[config.mk]
export PLATFORM = sky130hd
export DESIGN_NAME = sarseq_top
export DESIGN_NICKNAME = d
export VERILOG_FILES = /design/src/hw/sarseq_pkg.sv /design/src/hw/sarseq_engine.sv /design/src/hw/sarseq_top.sv
export SDC_FILE = /design/constraint.sdc
export NUM_CORES = 1
export LEC_CHECK = 0
export BUFFER_PORTS_ARGS = -buffer_cell sky130_fd_sc_hd__clkbuf_2
export CORE_ASPECT_RATIO = 0.8
export CORE_MARGIN = 5
export CORE_UTILIZATION = 45
export DETAILED_ROUTE_END_ITERATION = 7
export PLACE_DENSITY = 0.76
export SYNTH_ARGS = -nofsm -noshare
export SYNTH_HDL_FRONTEND = slang
export SYNTH_SLANG_ARGS = --single-unit
[constraint.sdc]
create_clock -name aclk -period 1.75 [get_ports aclk]
set_input_delay 0.0875 -clock aclk [delete_from_list [all_inputs] [get_ports aclk]]
set_output_delay 0.0875 -clock aclk [all_outputs]
set_load 0.02 [all_outputs]
[src/hw/sarseq_pkg.sv]
`default_nettype none
package sarseq_pkg;
  // bus geometry
  localparam int ADDR_W = 4;
  localparam logic [ADDR_W-1:0] OFS_MODE = 4'h0;
  localparam logic [ADDR_W-1:0] OFS_RESULT = 4'h4;
  localparam logic [1:0] RESP_OKAY = 2'h0;
  localparam logic [1:0] RESP_SLVERR = 2'h2;
  // converter mode register fields
  localparam int BIT_ENABLE = 7;
  localparam int BIT_CHANNEL = 4;
  localparam int BIT_START = 3;
  localparam int BIT_EOC = 2;
  localparam logic [7:0] MODE_RESET = 8'h04;
  localparam logic [7:0] RESULT_RESET = 8'h7F;
  localparam logic [7:0] RESULT_DISABLED = 8'hFF;
  // timing, in main oscillator periods; the oscillator is aclk here
  localparam longint CLK_HZ = 40000000;
  localparam longint FX_HZ = 40000000;
  localparam int START_DELAY_PERIODS = 16;
  localparam int CONV_PERIODS = 168;
  localparam int RES_BITS = 8;
  localparam int START_DELAY_CYCLES = int'((START_DELAY_PERIODS * CLK_HZ) / FX_HZ);
  localparam int CONV_CYCLES = int'((CONV_PERIODS * CLK_HZ) / FX_HZ);
  localparam int STEP_CYCLES = CONV_CYCLES / RES_BITS;
  // sequencer states, gray along idle -> delay -> run
  typedef enum logic [1:0] {
    ST_IDLE = 2'h0,
    ST_DELAY = 2'h1,
    ST_RUN = 2'h3
  } sarseq_state_e;
endpackage
`default_nettype wire

[src/hw/sarseq_engine.sv]
`default_nettype none
module sarseq_engine #(
  parameter int BITS = 8,
  parameter int STEP = 21
) (
  input wire logic aclk, // system clock
  input wire logic aresetn, // sync reset, active low
  input wire logic start, // one-cycle launch
  input wire logic stall, // hold everything (stop mode)
  input wire logic comp, // comparator: input >= trial
  output logic busy, // conversion running
  output logic done, // one-cycle pulse, trial holds the result
  output logic [BITS-1:0] trial // current approximation to the dac
);
  localparam int CW = (STEP > 1) ? $clog2(STEP) : 1;
  localparam int IW = $clog2(BITS);
  localparam logic [CW-1:0] LAST = CW'(STEP - 1);

  logic [CW-1:0] cnt;
  logic [IW-1:0] idx;
  logic step_end;

  if (BITS < 2 || STEP < 1) begin : g_bad
    $error("sarseq_engine: unsupported BITS or STEP");
  end

  assign step_end = busy && !stall && (cnt == LAST);

  always_ff @(posedge aclk)
  begin
    if (!aresetn)
    begin
      busy <= 1'b0;
      cnt <= '0;
      idx <= '0;
      trial <= '0;
    end
    else if (start)
    begin
      busy <= 1'b1;
      cnt <= '0;
      idx <= IW'(BITS - 1);
      trial <= BITS'(1) << (BITS - 1);
    end
    else if (busy && !stall)
    begin
      if (step_end)
      begin
        cnt <= '0;
        // msb first: drop the trial bit on a low decision, then try the next one
        if (idx == '0)
        begin
          trial <= comp ? trial : (trial & ~BITS'(1));
          busy <= 1'b0;
        end
        else
        begin
          trial <= (comp ? trial : (trial & ~(BITS'(1) << idx)))
                   | (BITS'(1) << (idx - IW'(1)));
          idx <= idx - IW'(1);
        end
      end
      else
      begin
        cnt <= cnt + CW'(1);
      end
    end
  end

  always_ff @(posedge aclk)
  begin
    if (!aresetn)
      done <= 1'b0;
    else
      done <= step_end && (idx == '0);
  end
endmodule
`default_nettype wire

[src/hw/sarseq_top.sv]
// How it works
// - channel select bit four picks input
// - enable and start both one begin conversion
// - start bit clears itself in hardware
// - hardware successive approximation fills result register
// - end flag bit two set when done
// - start and flag clear within sixteen periods
// - conversion lasts 168 oscillator periods
// - result is read only, writes ignored
// - result resets to 7F
// - new start discards previous result (the old result is kept until the new one overwrites it)
// - start while disabled stores FF
// - converter halts in stop standby mode
// - end flag zero while converting
// - mode register resets to 04
// - channel zero first input, one second
// - enable zero unused, one in use
//
// Chosen here: the address map and the AXI4-Lite register port.
`default_nettype none
module sarseq_top
  import sarseq_pkg::*;
(
  input wire logic aclk, // system clock, 40 MHz
  input wire logic aresetn, // sync reset, active low
  input wire logic [sarseq_pkg::ADDR_W-1:0] s_axi_awaddr, // write address
  input wire logic s_axi_awvalid, // write address valid
  output logic s_axi_awready, // write address ready
  input wire logic [31:0] s_axi_wdata, // write data
  input wire logic [3:0] s_axi_wstrb, // write strobes
  input wire logic s_axi_wvalid, // write data valid
  output logic s_axi_wready, // write data ready
  output logic [1:0] s_axi_bresp, // write response
  output logic s_axi_bvalid, // write response valid
  input wire logic s_axi_bready, // write response ready
  input wire logic [sarseq_pkg::ADDR_W-1:0] s_axi_araddr, // read address
  input wire logic s_axi_arvalid, // read address valid
  output logic s_axi_arready, // read address ready
  output logic [31:0] s_axi_rdata, // read data
  output logic [1:0] s_axi_rresp, // read response
  output logic s_axi_rvalid, // read data valid
  input wire logic s_axi_rready, // read data ready
  input wire logic comp_in, // comparator decision pin
  input wire logic stop_mode, // chip stop standby request
  output logic chan_sel, // 0 first input, 1 second
  output logic ref_enable, // reference current path on
  output logic sample_hold, // sampling/holding the input
  output logic [7:0] dac_code // trial code to the comparator dac
);
  import sarseq_pkg::*;

  sarseq_state_e state;
  logic enable, channel, start, eoc;
  logic [7:0] result;
  logic [3:0] presc;
  logic comp_meta, comp_s, stop_meta, stop_s;
  logic launch, eng_busy, eng_done;
  logic [7:0] eng_trial;
  logic [ADDR_W-1:0] aw_addr;
  logic aw_full, w_full;
  logic [31:0] w_data;
  logic [3:0] w_strb;
  logic wr_fire, wr_mode, wr_result;
  logic [7:0] mode_rd;

  // pins come from outside the clock domain
  always_ff @(posedge aclk)
  begin
    if (!aresetn)
    begin
      comp_meta <= 1'b0;
      comp_s <= 1'b0;
      stop_meta <= 1'b0;
      stop_s <= 1'b0;
    end
    else
    begin
      comp_meta <= comp_in;
      comp_s <= comp_meta;
      stop_meta <= stop_mode;
      stop_s <= stop_meta;
    end
  end

  // AXI4-Lite write channel
  assign s_axi_awready = !aw_full && !s_axi_bvalid;
  assign s_axi_wready = !w_full && !s_axi_bvalid;
  assign wr_fire = aw_full && w_full && !s_axi_bvalid;
  assign wr_mode = wr_fire && (aw_addr == OFS_MODE) && w_strb[0];
  assign wr_result = wr_fire && (aw_addr == OFS_RESULT);

  always_ff @(posedge aclk)
  begin
    if (!aresetn)
    begin
      aw_full <= 1'b0;
      aw_addr <= '0;
    end
    else if (s_axi_awvalid && s_axi_awready)
    begin
      aw_full <= 1'b1;
      aw_addr <= s_axi_awaddr;
    end
    else if (wr_fire)
      aw_full <= 1'b0;
  end

  always_ff @(posedge aclk)
  begin
    if (!aresetn)
    begin
      w_full <= 1'b0;
      w_data <= '0;
      w_strb <= '0;
    end
    else if (s_axi_wvalid && s_axi_wready)
    begin
      w_full <= 1'b1;
      w_data <= s_axi_wdata;
      w_strb <= s_axi_wstrb;
    end
    else if (wr_fire)
      w_full <= 1'b0;
  end

  always_ff @(posedge aclk)
  begin
    if (!aresetn)
    begin
      s_axi_bvalid <= 1'b0;
      s_axi_bresp <= RESP_OKAY;
    end
    else if (wr_fire)
    begin
      s_axi_bvalid <= 1'b1;
      // the result register answers okay but keeps its value
      s_axi_bresp <= (aw_addr == OFS_MODE || wr_result) ? RESP_OKAY : RESP_SLVERR;
    end
    else if (s_axi_bready)
      s_axi_bvalid <= 1'b0;
  end

  // AXI4-Lite read channel
  assign s_axi_arready = !s_axi_rvalid;
  assign mode_rd = {enable, 2'b00, channel, start, eoc, 2'b00};

  always_ff @(posedge aclk)
  begin
    if (!aresetn)
    begin
      s_axi_rvalid <= 1'b0;
      s_axi_rdata <= '0;
      s_axi_rresp <= RESP_OKAY;
    end
    else if (s_axi_arvalid && s_axi_arready)
    begin
      s_axi_rvalid <= 1'b1;
      s_axi_rresp <= RESP_OKAY;
      s_axi_rdata <= '0;
      if (s_axi_araddr == OFS_MODE)
        s_axi_rdata <= {24'h0, mode_rd};
      else if (s_axi_araddr == OFS_RESULT)
        s_axi_rdata <= {24'h0, result};
      else
        s_axi_rresp <= RESP_SLVERR;
    end
    else if (s_axi_rready)
      s_axi_rvalid <= 1'b0;
  end

  // mode register
  always_ff @(posedge aclk)
  begin
    if (!aresetn)
    begin
      enable <= MODE_RESET[BIT_ENABLE];
      channel <= MODE_RESET[BIT_CHANNEL];
    end
    else if (wr_mode)
    begin
      enable <= w_data[BIT_ENABLE];
      channel <= w_data[BIT_CHANNEL];
    end
  end

  // a write that sets start in the launch cycle wins and queues another run
  always_ff @(posedge aclk)
  begin
    if (!aresetn)
      start <= MODE_RESET[BIT_START];
    else if (wr_mode && w_data[BIT_START])
      start <= 1'b1;
    else if (launch)
      start <= 1'b0;
  end

  always_ff @(posedge aclk)
  begin
    if (!aresetn)
      eoc <= MODE_RESET[BIT_EOC];
    else if (launch && enable)
      eoc <= 1'b0;
    else if (eng_done || launch)
      eoc <= 1'b1;
  end

  // start delay and sequencing
  // free prescaler of 2^4 periods: the launch waits for its wrap, 1 to 16 cycles
  always_ff @(posedge aclk)
  begin
    if (!aresetn)
      presc <= '0;
    else if (!stop_s)
      presc <= presc + 4'h1;
  end

  assign launch = (state == ST_DELAY) && (presc == 4'(START_DELAY_CYCLES - 1))
                  && !stop_s;

  always_ff @(posedge aclk)
  begin
    if (!aresetn)
      state <= ST_IDLE;
    else
    begin
      case (state)
        // the delay opens on the write itself, so the launch lands 1 to 16 edges later
        ST_IDLE:
          if (start || (wr_mode && w_data[BIT_START]))
            state <= ST_DELAY;
        ST_DELAY:
          if (launch)
            state <= enable ? ST_RUN : ST_IDLE;
        ST_RUN:
          if (eng_done)
            state <= start ? ST_DELAY : ST_IDLE;
        default:
          state <= ST_IDLE;
      endcase
    end
  end

  // the channel is frozen at launch so a mid-run write cannot move the mux
  always_ff @(posedge aclk)
  begin
    if (!aresetn)
      chan_sel <= 1'b0;
    else if (launch && enable)
      chan_sel <= channel;
  end

  sarseq_engine #(
    .BITS(RES_BITS),
    .STEP(STEP_CYCLES)
  ) u_engine (
    .aclk(aclk),
    .aresetn(aresetn),
    .start(launch && enable),
    .stall(stop_s),
    .comp(comp_s),
    .busy(eng_busy),
    .done(eng_done),
    .trial(eng_trial)
  );

  // result keeps the old value until overwritten; its content is undefined then anyway
  always_ff @(posedge aclk)
  begin
    if (!aresetn)
      result <= RESULT_RESET;
    else if (launch && !enable)
      result <= RESULT_DISABLED;
    else if (eng_done)
      result <= eng_trial;
  end

  assign ref_enable = enable;
  assign sample_hold = eng_busy;
  assign dac_code = eng_trial;

  // checks
  // helper counters turn long spans into plain comparisons
  logic [4:0] wait_cnt;
  logic [8:0] run_cnt;
  always_ff @(posedge aclk)
  begin
    if (!aresetn || state != ST_DELAY)
      wait_cnt <= '0;
    else if (!stop_s)
      wait_cnt <= wait_cnt + 5'h01;
  end
  always_ff @(posedge aclk)
  begin
    if (!aresetn || launch)
      run_cnt <= '0;
    else if (eng_busy && !stop_s)
      run_cnt <= run_cnt + 9'h001;
  end
endmodule
`default_nettype wire

==> results by group <==
Drt
  – DR iter-0 viols: 138
  – Detail Route Antenna Nets: 0
  – DRC violations left: 0
  – Routed WL per cell: 13.9 um
  – DR vias/cell: 5.25
  – Routed vias: 2,525
  – DR pass1 iterations: 4
  – Final wirelength: 6.69 mm

Floorplanning
  – Starting density of the core: 46.7%
  – # rows: 26
  – Core Box Area: 6440 um2
  – Boundary pin count: 105
  – Die X: 101 um
  – Die footprint: 8420 um2
  – Die height: 83.1 um

Synthesis
  – Top cells by area, synth: dfxtp_1, buf_4, mux2i_1, a21oi_1, ha_1
  – Async SR Flop Fraction: 0%
  – Sequential fraction of the synthesis area: 42.0%
  – Post-Syn Instances: 330
  – Post-synth EDFFs: 0
  – Most common flop cell mapped by yosys: dfxtp_1
  – Synth Area per Inst: 9.11 um2
  – #FFs+latches synth: 63
  – Synthesis Warnings: 0
  – Area leader, netlist: dfxtp_1
  – Synth Cell Area: 3010 um2
  – Number of distinct library cells after synthesis: 47
  – Synth top area share: 42.0%

Clocking
  – Max Root-Sink Buffers: 2
  – Worst-Skew Late Latency: 0.34 ns
  – CTS Buf Count: 9
  – Root Buffer: clkbuf_8
  – Post CTS Setup Buffer Count: 0
  – Clock Pin Slew Worst Setup and Hold Paths: 0.07 ns
  – H-tree Lvls: 3
  – TritonCTS clock tree: built
  – Clock sink total: 63

Power
  – Comb pwr share: 8.9%
  – Psw: 753 uW
  – Reg power frac: 47.6%
  – Switching share of power: 23.8%
  – Leak Pwr: 1.42 nW
  – Power Dens Cells: 879 nW/um2
  – Max VDD drop: 0.000621 V
  – Cell-internal power: 2.41 mW
  – Clock Power Share: 43.5%

Setup path
  – WP data arrival: 1.83 ns
  – CP max stage cell: or4b_4
  – Crit path max-delay family: simple AND/OR/NAND/NOR gates
  – Type of origin of the critical path: register
  – Worst reg2reg path depth: 5
  – Setup CP Type: register to register
  – Stages on the worst setup path: 5
  – Buf+Inv Stages, Crit Path: 1
  – Required @ worst endpoint: 1.97 ns
  – Crit. End Element: register
  – Worst-path cell chain: inv_1, ha_1, or4b_4, o41ai_2, a21oi_1
  – Max incr delay on CP: 0.53 ns
  – Worst-path maximum fanout: 4

Timing
  – Setup TNS: 0 ns
  – Fin crit share: 91.8%
  – RSZ-0062 raised after global routing: no
  – Clock Skew: 0.00632 ns
  – Worst Tran Pin Value: 0.612 ns
  – Fin crit period: 1.61 ns
  – Setup Viol. Count Final: 0
  – Hold slack: 0.0940 ns
  – Relative slew slack: 58.6%
  – Final Hold Vio Count: 0
  – Slew Limit Fails: 0
  – Max Freq: 623 MHz

GRT
  – First-pass GRT wire length: 10.8 mm
  – Global Route Usage Sum: 15.9%
  – Vias in the first global route: 2,312
  – GRT overflow: 0
  – Largest net degree at the start of global routing: 23
  – Initial antenna violation count: 0

Cells and area
  – Layout cells sized above 1: 21.7%
  – # diodes: 0
  – Area occupied by multi-input gates: 1550 um2
  – Fillers: 587
  – Sequential cell area: 1260 um2
  – Area grow syn2layout: 19.8%
  – Nets: 455

Status
  – Status: completed

Placed design
  – Final Wtd Congestion: 0.971
  – IO Port Bufs: 46
  – HPWL after detailed placement: 4.78 mm

Min path
  – Hold depth: 4
  – HP Class: input pin to register

Flow run
  – # Max-Cap Violations: 0
[cells in the final DEF, fill, tap and decap left out, drive strengths merged, types with 2 or more instances in the layout]
cell         count
xor2             3
o31ai            9
o311ai           2
conb            26
nor2b            6
a21oi           28
and4b            2
clkinv           2
nor3b            3
a211oi           4
bufinv           2
dfxtp           63
nand4            7
and2b            2
mux2i           17
dlygate4sd3     12
inv             11
clkbuf          57
nand3           12
ha               9
nand2           23
o41ai            4
mux2             4
buf             11
or3              4
o21ai            7
nor3             4
o2111ai          6
nor2            20
nand4b           3
a31oi            3
nand2b           9
nand3b           6
and2             5
[worst register-to-register path, cell delays in order, from the launching register on]
cell and delay, ns:
dfxtp_1 0.33, inv_1 0.08, ha_1 0.23, or4b_4 0.53
o41ai_2 0.22, a21oi_1 0.10
[what timing repair did]
item / CTS / global route
setup endpoints to repair: 0 / 2
resized for setup: 0 / 3
endpoints found under the hold margin: 12 / 0
hold buffers: 12 / 0
[registers in the layout (all words and copies together), names as in the netlist, 2 cells and up]
register and flops:
s_axi_rdata 8, w_data 3, u_engine.idx 3, u_engine.cnt 5, state 2, result 8, presc 4, u_engine.trial 8
aw_addr 4
[layout make-up]
class	instances	area share [%]
clock buffers	11	3.93
well taps	84	2.92
multi-input cells	239	43.0
flip-flops and latches	63	35.0
clock inverters	4	1.95
repair buffers	69	12.0
inverters	11	1.15
[metal layers]
layer / track usage, % / part of all wire (%) / up-vias
met5: 0 / 0 / -
met4: 5.68 / 1.3 / 0
met3: 5.95 / 8.0 / 8
met2: 22.6 / 44 / 89
met1: 21.8 / 47 / 1173
li1: - / - / 1255
[worst paths after layout]
path                        to             from  slack, ns
min reg2reg             comp_s        comp_meta       0.43
max          u_engine.trial[1]  u_engine.idx[0]       0.14
min             s_axi_rdata[6]  s_axi_araddr[1]       0.09
max reg2reg  u_engine.trial[1]  u_engine.idx[0]       0.14
[power groups by stage]
stage	logic [mW]	registers (mW)	clock network, mW
6_report	0.282	1.51	1.38
5_1_grt	0.308	1.51	1.47
4_1_cts	0.282	1.51	1.40
3_5_place_dp	0.259	1.54	0
3_3_place_gp	0.254	1.54	0
2_1_floorplan	0.228	1.54	0
[kinds of logic (layout without fill, tap and decap cells)]
kind of cell / after synthesis / in the layout / synth area share (%)
buf+inv: 53 / 95 / 10.4
fa+ha+maj: 9 / 9 / 3.75
flops: 63 / 63 / 42.0
other cells: 1 / 26 / 0.125
xor+xnor: 4 / 4 / 1.17
compound gates: 67 / 67 / 14.2
mux: 21 / 21 / 7.16
simple gates: 112 / 112 / 21.2
[per-stage QoR]
step / setup WS, ns / cells / instance area [um2] / util (%) / power, mW
3_3_place_gp: 0.165 / 454 / 3250 / 50.4 / 1.79
3_5_place_dp: 0.116 / 454 / 3250 / 50.4 / 1.80
6_report: 0.144 / 481 / 3600 / 55.9 / 3.17
2_1_floorplan: 0.0651 / 355 / 3100 / - / 1.77
4_1_cts: 0.108 / 481 / 3580 / 55.6 / 3.19
5_1_grt: 0.0269 / 481 / 3600 / 55.9 / 3.29
[synth_stat cells, types with 4 or more instances]
library cell and count:
nor3_1 4, dfxtp_1 63, nor2b_1 6, or3_1 4, nand4_1 7, o41ai_1 4, clkbuf_1 6, ha_1 9
buf_2 6, a211oi_1 4, mux2_2 4, mux2i_1 17, o21ai_0 7, a21oi_1 28, nand3b_1 6, nand2b_1 9
o31ai_1 9, inv_1 10, buf_4 26, nand3_1 12, nor2_1 20, o2111ai_1 6, and2_1 5, nand2_1 23
Power figures use the tool's default switching activity.
